[config.mk]
export PLATFORM = sky130hd
export DESIGN_NAME = pcm_monitor
export DESIGN_NICKNAME = d
export VERILOG_FILES = /design/src/core/pcm_pkg.sv /design/src/core/pcm_sync.sv /design/src/core/pcm_monitor.sv
export SDC_FILE = /design/constraint.sdc
export NUM_CORES = 1
export LEC_CHECK = 0
export BUFFER_PORTS_ARGS = -buffer_cell sky130_fd_sc_hd__buf_2
export CAP_MARGIN = 20
export CORE_MARGIN = 2
export CORE_UTILIZATION = 61
export CTS_CLUSTER_DIAMETER = 120
export CTS_CLUSTER_SIZE = 28
export DETAILED_ROUTE_END_ITERATION = 7
export HOLD_SLACK_MARGIN = 0.12
export PLACE_DENSITY = 0.77
export SYNTH_ARGS = -nofsm -noshare
export SYNTH_HDL_FRONTEND = slang
export SYNTH_SLANG_ARGS = --single-unit
[constraint.sdc]
create_clock -name ref_clk -period 3 [get_ports ref_clk]
set_input_delay 0.15 -clock ref_clk [delete_from_list [all_inputs] [get_ports ref_clk]]
set_output_delay 0.15 -clock ref_clk [all_outputs]
set_load 0.02 [all_outputs]
[src/core/pcm_pkg.sv]
package pcm_pkg;

  // Controller clock rate
  localparam longint unsigned CLK_FREQ_HZ      = 64'd100_000_000;
  localparam longint unsigned CYC_PER_MS       = CLK_FREQ_HZ / 64'd1000;

  // Restart pulse high-time limits, in milliseconds
  localparam longint unsigned RST_MIN_SHORT_MS = 64'd100;
  localparam longint unsigned RST_MIN_LONG_MS  = 64'd350;
  localparam longint unsigned RST_MAX_MS       = 64'd30_000;

  // Same limits in clock cycles (exact at 100 MHz)
  localparam longint unsigned RST_MIN_SHORT_CYC = RST_MIN_SHORT_MS * CYC_PER_MS;
  localparam longint unsigned RST_MIN_LONG_CYC  = RST_MIN_LONG_MS * CYC_PER_MS;
  localparam longint unsigned RST_MAX_CYC       = RST_MAX_MS * CYC_PER_MS;

  // Restart pulse counter width
  localparam int unsigned CNT_W = 32;

  // Positions of the filtered pin inputs
  localparam int unsigned PIN_N   = 5;
  localparam int unsigned IDX_UDP = 0;
  localparam int unsigned IDX_LDP = 1;
  localparam int unsigned IDX_RD  = 2;
  localparam int unsigned IDX_RST = 3;
  localparam int unsigned IDX_REL = 4;

  // Lower contact rising edges per cycle counter
  localparam logic [1:0] LDP_CNT_ZERO = 2'h0;
  localparam logic [1:0] LDP_CNT_ONE  = 2'h1;
  localparam logic [1:0] LDP_CNT_MAX  = 2'h2;
  localparam logic [1:0] LDP_CNT_STEP = 2'h1;

endpackage : pcm_pkg

[src/core/pcm_sync.sv]
`timescale 1ns/100ps
module pcm_sync #(
  parameter int unsigned W = 1
) (
  input  wire logic         ref_clk,
  input  wire logic         resetn,
  input  wire logic         clk_en,
  input  wire logic [W-1:0] pin_in,
  output logic      [W-1:0] pin_q
);

  // Three stages plus the accepted level
  typedef struct packed {
    logic [W-1:0] s1;
    logic [W-1:0] s2;
    logic [W-1:0] s3;
    logic [W-1:0] q;
  } pcm_sync_s;

  pcm_sync_s st_reg;
  pcm_sync_s st_next;

  // Shift and accept a level once stages two and three agree
  always_comb
  begin
    st_next = st_reg;
    if (clk_en)
    begin
      st_next.s1 = pin_in;
      st_next.s2 = st_reg.s1;
      st_next.s3 = st_reg.s2;
      // Stage one is never looked at here, only copied on
      st_next.q  = ((st_reg.s2 ~^ st_reg.s3) & st_reg.s2) |
                   ((st_reg.s2 ^ st_reg.s3) & st_reg.q);
    end
  end

  // State register
  always_ff @(posedge ref_clk or negedge resetn)
  begin
    if (!resetn)
      st_reg <= '0;
    else
      st_reg <= st_next;
  end

  assign pin_q = st_reg.q;

endmodule : pcm_sync

[src/core/pcm_monitor.sv]
// Operation
// RULE_01 - Error flag mirrors any latched error
// RULE_02 - Restart pulse high time within limits
// RULE_03 - Restart disabled: only reset clears errors
// RULE_04 - Lower contact pulses once per cycle
// RULE_05 - Lower contact high at start: no upstroke
// RULE_06 - Second lower edge does not re-set upstroke
// RULE_07 - No lower pulse keeps upstroke low
// RULE_08 - Lower high at monitor start waits top fall
// RULE_09 - Ramp-down leave needs drive start seen
// RULE_10 - Release input low suspends checking
// RULE_11 - Release input edges drop or restore outputs
// RULE_12 - Release high unless error; error drops it
// RULE_13 - Top follows upper contact low, gated
// RULE_14 - Upstroke set by lower rise, cleared early
// RULE_15 - Restart required holds; blocks release
// RULE_16 - Any bad contact order latches contact error
// RULE_17 - Drive start comes from internal logic
// RULE_18 - Ramp-down and upper contact overlap
// RULE_19 - Lower rise only while upper contact high
// RULE_20 - Lower contact low when upper rises
// RULE_21 - Sample per cycle, edges versus last
// RULE_22 - Valid restart clears all errors together
`timescale 1ns/100ps
module pcm_monitor #(
  parameter logic [pcm_pkg::CNT_W-1:0] RST_MIN_SHORT_CYC =
    pcm_pkg::CNT_W'(pcm_pkg::RST_MIN_SHORT_CYC),
  parameter logic [pcm_pkg::CNT_W-1:0] RST_MIN_LONG_CYC  =
    pcm_pkg::CNT_W'(pcm_pkg::RST_MIN_LONG_CYC),
  parameter logic [pcm_pkg::CNT_W-1:0] RST_MAX_CYC       = pcm_pkg::CNT_W'(pcm_pkg::RST_MAX_CYC)
) (
  input  wire logic ref_clk,
  input  wire logic resetn,
  input  wire logic clk_en,
  input  wire logic upper_dead_point_contact,
  input  wire logic lower_dead_point_contact,
  input  wire logic ramp_down_contact,
  input  wire logic restart_in,
  input  wire logic release_in,
  input  wire logic drive_start,
  input  wire logic cfg_restart_enable,
  input  wire logic cfg_lower_multi,
  input  wire logic cfg_restart_long,
  input  wire logic cfg_error_flag_enable,
  input  wire logic cfg_ramp_down_enable,
  output logic      release_out,
  output logic      top_out,
  output logic      upstroke_out,
  output logic      restart_required,
  output logic      contact_error,
  output logic      ramp_down_error,
  output logic      error_flag
);

  // Whole block state
  typedef struct packed {
    logic                      init;       // Monitoring must (re)start
    logic                      udp_q;      // Last upper contact sample
    logic                      ldp_q;      // Last lower contact sample
    logic                      rd_q;       // Last ramp-down sample
    logic                      rst_q;      // Last restart sample
    logic                      start_q;    // Last drive start sample
    logic                      armed;      // Lower edges accepted
    logic [1:0]                ldp_cnt;    // Lower rises this cycle
    logic                      up_done;    // Upstroke already given
    logic                      up_phase;   // Upstroke phase running
    logic                      start_seen; // Drive start rose after top
    logic                      rd_fell;    // Ramp-down left this cycle
    logic [pcm_pkg::CNT_W-1:0] rst_cnt;    // Restart high time
    logic                      c_err;
    logic                      r_err;
    logic                      rst_req;
    logic                      rel_o;
    logic                      top_o;
    logic                      up_o;
    logic                      flag_o;
  } pcm_mon_s;

  pcm_mon_s                  st_reg;
  pcm_mon_s                  st_next;
  logic [pcm_pkg::PIN_N-1:0] pin_raw;   // Pins before filtering
  logic [pcm_pkg::PIN_N-1:0] pin_q;     // Filtered pin levels

  assign pin_raw[pcm_pkg::IDX_UDP] = upper_dead_point_contact;
  assign pin_raw[pcm_pkg::IDX_LDP] = lower_dead_point_contact;
  assign pin_raw[pcm_pkg::IDX_RD]  = ramp_down_contact;
  assign pin_raw[pcm_pkg::IDX_RST] = restart_in;
  assign pin_raw[pcm_pkg::IDX_REL] = release_in;

  // Pin filter; drive start is internal and bypasses it
  pcm_sync #(
    .W (pcm_pkg::PIN_N)
  ) u_sync (
    .ref_clk (ref_clk),
    .resetn  (resetn),
    .clk_en  (clk_en),
    .pin_in  (pin_raw),
    .pin_q   (pin_q)
  );

  // One logic cycle of evaluation per enabled clock
  always_comb
  begin
    logic                      udp;
    logic                      ldp;
    logic                      rd;
    logic                      rst;
    logic                      rel;
    logic                      udp_rise;
    logic                      udp_fall;
    logic                      ldp_rise;
    logic                      ldp_fall;
    logic                      rd_fall;
    logic                      start_rise;
    logic                      rst_fall;
    logic                      rst_ok;
    logic                      c_det;
    logic                      r_det;
    logic [pcm_pkg::CNT_W-1:0] min_cyc;
    udp        = pin_q[pcm_pkg::IDX_UDP];
    ldp        = pin_q[pcm_pkg::IDX_LDP];
    rd         = pin_q[pcm_pkg::IDX_RD];
    rst        = pin_q[pcm_pkg::IDX_RST];
    rel        = pin_q[pcm_pkg::IDX_REL];
    // RULE_21 edges versus last
    udp_rise   = udp & ~st_reg.udp_q;
    udp_fall   = ~udp & st_reg.udp_q;
    ldp_rise   = ldp & ~st_reg.ldp_q;
    ldp_fall   = ~ldp & st_reg.ldp_q;
    rd_fall    = ~rd & st_reg.rd_q;
    start_rise = drive_start & ~st_reg.start_q;
    rst_fall   = ~rst & st_reg.rst_q;
    rst_ok     = 1'b0;
    c_det      = 1'b0;
    r_det      = 1'b0;
    min_cyc    = cfg_restart_long ? RST_MIN_LONG_CYC : RST_MIN_SHORT_CYC;
    st_next    = st_reg;
    if (clk_en)
    begin
      // RULE_21 cycle-based pulse timer
      if (rst)
      begin
        // Saturate just past the maximum so overlong pulses stay invalid
        if (st_reg.rst_cnt <= RST_MAX_CYC)
          st_next.rst_cnt = st_reg.rst_cnt + pcm_pkg::CNT_W'(1);
      end
      else
      begin
        // RULE_02 window check at fall
        // RULE_03 disabled input never validates
        rst_ok = rst_fall & cfg_restart_enable &
                 (st_reg.rst_cnt >= min_cyc) & (st_reg.rst_cnt <= RST_MAX_CYC);
        st_next.rst_cnt = '0;
      end
      if (rst_ok && st_reg.rst_req)
      begin
        // RULE_22 clear errors together
        st_next.c_err   = 1'b0;
        st_next.r_err   = 1'b0;
        st_next.rst_req = 1'b0;
        st_next.init    = 1'b1;
      end
      else if (!rel)
      begin
        // RULE_10 suspend checking, errors kept
        st_next.init     = 1'b1;
        st_next.up_phase = 1'b0;
      end
      else if (st_reg.rst_req)
      begin
        // Latched error: nothing moves until a valid restart
        st_next.up_phase = 1'b0;
      end
      else if (st_reg.init)
      begin
        // RULE_11 fresh start from current contacts
        // RULE_05 lower high blocks first upstroke
        st_next.init       = 1'b0;
        st_next.armed      = ~ldp;
        st_next.ldp_cnt    = pcm_pkg::LDP_CNT_ZERO;
        st_next.up_done    = 1'b0;
        st_next.up_phase   = 1'b0;
        st_next.start_seen = 1'b0;
        st_next.rd_fell    = 1'b0;
      end
      else
      begin
        // RULE_20 lower must be low at upper rise
        if (udp_rise && ldp)
          c_det = 1'b1;
        // RULE_19 lower rise only while upper high
        if (ldp_rise && !udp)
          c_det = 1'b1;
        // RULE_18 one of the two always high
        if (cfg_ramp_down_enable && !udp && !rd)
          c_det = 1'b1;
        if (ldp_rise && udp)
        begin
          // RULE_08 ignored until top falls
          if (st_reg.armed)
          begin
            if (st_reg.ldp_cnt == pcm_pkg::LDP_CNT_MAX)
              c_det = 1'b1;
            else
              st_next.ldp_cnt = st_reg.ldp_cnt + pcm_pkg::LDP_CNT_STEP;
            // Single-signal mode allows exactly one rise
            if (!cfg_lower_multi && st_reg.ldp_cnt != pcm_pkg::LDP_CNT_ZERO)
              c_det = 1'b1;
            // Single-signal with ramp-down: rise only after ramp-down left
            if (!cfg_lower_multi && cfg_ramp_down_enable && !st_reg.rd_fell)
              c_det = 1'b1;
            // RULE_06 only first rise sets
            // RULE_14 upstroke set on rise
            if (!st_reg.up_done)
            begin
              st_next.up_phase = 1'b1;
              st_next.up_done  = 1'b1;
            end
          end
        end
        // RULE_14 cleared by first fall
        if (ldp_fall)
          st_next.up_phase = 1'b0;
        if (udp_fall)
        begin
          st_next.up_phase   = 1'b0;
          // Top rises now; drive start must be seen afresh
          st_next.start_seen = 1'b0;
          // RULE_04 exactly one lower rise between upper pulses
          if (st_reg.armed && !cfg_lower_multi && st_next.ldp_cnt != pcm_pkg::LDP_CNT_ONE)
            c_det = 1'b1;
        end
        if (udp_rise)
        begin
          // RULE_08 top fell, lower edges accepted again
          // RULE_07 empty cycle leaves upstroke low
          st_next.armed   = 1'b1;
          st_next.ldp_cnt = pcm_pkg::LDP_CNT_ZERO;
          st_next.up_done = 1'b0;
          st_next.rd_fell = 1'b0;
        end
        if (start_rise && st_reg.top_o)
          st_next.start_seen = 1'b1;
        if (cfg_ramp_down_enable && rd_fall)
        begin
          // RULE_09 drive start check at leave
          if (!(st_next.start_seen || drive_start))
            r_det = 1'b1;
          // Lower contact must be low when ramp-down is left
          if (ldp)
            c_det = 1'b1;
          st_next.rd_fell    = 1'b1;
          st_next.start_seen = 1'b0;
        end
        // RULE_16 latch contact error
        // RULE_12 error raises output and restart request
        if (c_det)
          st_next.c_err = 1'b1;
        if (r_det)
          st_next.r_err = 1'b1;
        if (c_det || r_det)
        begin
          st_next.rst_req  = 1'b1;
          st_next.up_phase = 1'b0;
        end
      end
      // Previous samples for next cycle
      st_next.udp_q   = udp;
      st_next.ldp_q   = ldp;
      st_next.rd_q    = rd;
      st_next.rst_q   = rst;
      st_next.start_q = drive_start;
      // RULE_15 release blocked while restart required
      // RULE_12 release high when clean
      st_next.rel_o  = rel & ~(st_next.c_err | st_next.r_err) & ~st_next.rst_req;
      // RULE_13 top from upper contact, gated
      st_next.top_o  = rel & ~(st_next.c_err | st_next.r_err) & ~udp;
      // RULE_11 outputs drop while release low
      st_next.up_o   = rel & ~(st_next.c_err | st_next.r_err) & st_next.up_phase;
      // RULE_01 optional summary flag
      st_next.flag_o = cfg_error_flag_enable & (st_next.c_err | st_next.r_err);
    end
  end
  // State register; monitoring starts afresh after reset
  always_ff @(posedge ref_clk or negedge resetn)
  begin
    if (!resetn)
      st_reg <= pcm_mon_s'{init: 1'b1, default: '0};
    else
      st_reg <= st_next;
  end
  assign release_out      = st_reg.rel_o;
  assign top_out          = st_reg.top_o;
  assign upstroke_out     = st_reg.up_o;
  assign restart_required = st_reg.rst_req;
  assign contact_error    = st_reg.c_err;
  assign ramp_down_error  = st_reg.r_err;
  assign error_flag       = st_reg.flag_o;
endmodule : pcm_monitor

==> flow_summary.ini <==
[status]
status = finished, final reports clean

[timing]
fin_tns_setup_ns = 0
worst_pin_slew_ns = 0.938
drv_slew = 0
finalCriticalPeriod_ns = 2.74
finalHoldViolCount = 0
timing.slew.headroom_pct = 37.3
clock_skew_ns = 0.00895
finalSetupViolCount = 0
rsz0062_at_grt = no
layout_setup_ws_ns = 0.262
fmax_mhz = 365
period_share_pct = 91.3

[synthesis]
synth_warnings = 0
synth_ff_type = dfrtp_1
async_reset_ff_share_pct = 100
synth_cells = 422
synth-seq-cells = 72
synth_edf_count = 0
ys_types = 58
yosys.area.top_type = dfrtp_1
netlist_top_cells_area = dfrtp_1 43%, ha_1 5.8%, mux2_2 5.5%
synth.most_common_cell = dfrtp_1
syn_nets = 455
netlist_area_sq_mm = 0.00412
synth_top_cell_area_share_pct = 43.1
post_synth.cell_area_avg_sq_um = 9.77
synthTopCellsByCount = 71 x dfrtp_1, 48 x nand2_1, 31 x o21ai_0
ys_seq_area_share_pct = 43.7

[cts]
ctsLongestPathBuffers = 2
cts_setup_buffers = 0
htreeDepth = 3
cts_buffers = 9
root_buffer = clkbuf_8
postCtsResizedCells = 0
cts.sinks = 72
cts_tree = built
clk_latency_ns = 0.36
clk_pin_slew_ns = 0.09

[global_route]
grt_use_total_pct = 26.7
gr-total-overflow = 0
grt_pass1_wl_um = 15800
grt_max_degree = 73
antenna_found_initial = 0
grt_pass1_vias = 3404

[detailed_routing]
drt_iter0_drc = 240
wl_per_cell_um = 17.0
ant_nets = 0
totalWireLength_um = 9020
vias = 3381
drt_pass1_iterations = 5
viasPerCell = 6.37
drc = 0

[worst_setup_path]
crit_required_ns = 3.25
endpoint = error_flag
startpoint_type = flip-flop
reg2reg_from = st_reg[26]
crit_slowest_cell = or4_1
worstPathMaxFanout = 8
rr_endpoint = error_flag
cp-startpoint = st_reg[26]
ff2ff_path_depth = 9
critical_path.max_stage_delay_ns = 0.51
path_class = reg -> reg
rrSetupSlack_ns = 0.26
path_cells = ha_1, nand4_1, or4_1, a311oi_1, a211oi_1, buf_4, nor4_4, o21ai_0, a31o_2
arrival_ns = 2.99
cp-end-kind = flip-flop

[floorplan]
design.core.area_sq_mm = 0.00646
die_x_um = 86.2
die_area_sq_mm = 0.00743
ios = 21
start_util_pct = 63.9
die_h_um = 86.2
rows = 29

[placed_design]
dpl.hpwl_um = 6170
gp_congestion = 0.878
port-buffer-count = 20
dp_slack_ns = 0.207

[min_path]
hp-class = in -> reg

[final_layout]
diodes = 0
layout-drive-gt1-share_pct = 16.1
largest_reg_flops = 45
area_growth_pct = 10.3
nets = 482
nFillCells = 497

[job]
drv_cap = 0

[power_and_ir_drop]
power_density_mw_per_mm2 = 539
vdd_drop_max_mv = 0.406
leakagePower_uw = 0.00195
## repair_timing
item                                   in CTS  in global routing
setup endpoints to repair                   0                  1
hold buffers                                8                  0
endpoints found under the hold margin      79                  0
## report_power, final
part / leakage, uW / switching (uW) / internal (uW)
registers: 0.000943 / 119 / 1100
logic: 0.000920 / 292 / 202
clock network: 0.0000892 / 425 / 317
total: 0.00195 / 837 / 1610
## through the flow
stage	power [uW]	utilization, %	cells	hold WS, ns	area (sq um)
after global placement	1700	66.4	507	0.334	4290
after floorplan	1550	-	422	-0.146	4120
final	2450	70.5	531	0.209	4550
after detailed placement	1720	66.4	507	0.328	4290
after global routing	2580	70.5	531	0.234	4550
after CTS	2460	70.5	531	0.204	4550
## cells by family after synthesis
family / count (synthesis) / synth area share, %
XOR/XNOR: 6 / 1.27
flip-flops: 72 / 43.7
adder cells (fa/ha/maj): 19 / 5.76
AND/OR/NAND/NOR: 163 / 22.8
buffers and inverters: 31 / 3.19
multiplexers: 23 / 6.19
AO/OA/AOI/OAI: 108 / 17.1
## worst min path at each step
stage / startpoint / end / slack (ns) / depth (start not counted)
2_1_floorplan: resetn / contact_error / -0.15 / 0
3_5_place_dp: resetn / st_reg[20] / 0.33 / 1
5_1_grt: clk_en / top_out / 0.23 / 4
6_report: clk_en / contact_error / 0.21 / 3
4_1_cts: clk_en / top_out / 0.20 / 4
3_3_place_gp: resetn / st_reg[16] / 0.33 / 1
## metal layers
metal  track usage [%]  share of wire (%)  vias to the layer above
met4              11.1                1.8                        0
met2              45.0                 49                      100
li1                  -                  -                     1631
met5                 0                  0                        -
met3              3.52                4.4                       17
met1              35.0                 44                     1633
## cell usage in the layout (no fill, tap or decap), types with 5 or more instances in the layout
cell           Yosys  routed
dfrtp_1           71      71
nand2_1           48      48
o21ai_0           31      31
a21oi_1           29      29
mux2_2            20      20
ha_1              19      19
buf_2              3      19
nor2_1            16      16
inv_1             12      12
nand3_1           12      12
nand4_1           11      11
a22o_1            10      10
and4_1             9       9
nand2b_1           9       9
o31ai_1            9       9
clkbuf_8           0       9
or3_1              8       8
dlygate4sd3_1      0       8
buf_4              1       7
nor3_1             6       6
or4_1              6       6
nor2b_1            6       6
xor2_1             6       6
nand3b_1           5       5
and3_1             5       5
## worst max-delay path, delay by kind of cell (launching register included)
kind / cells / cell delay, ns
AO/OA/AOI/OAI: 4 / 0.77
AND/OR/NAND/NOR: 3 / 0.91
flip-flops: 1 / 0.46
buffers and inverters: 1 / 0.16
adder cells (fa/ha/maj): 1 / 0.33
## cell type report
type                    instances  area, sq um  share of cell area, %
clock inverters                 7         61.3                   1.35
flip-flops and latches         72         1800                   39.6
repair buffers                 34          228                   5.00
well taps                      77         96.3                   2.12
clock buffers                   9          124                   2.72
inverters                      13         48.8                   1.07
multi-input cells             319         2190                   48.1
No activity file was read; power rests on OpenSTA's default activity.
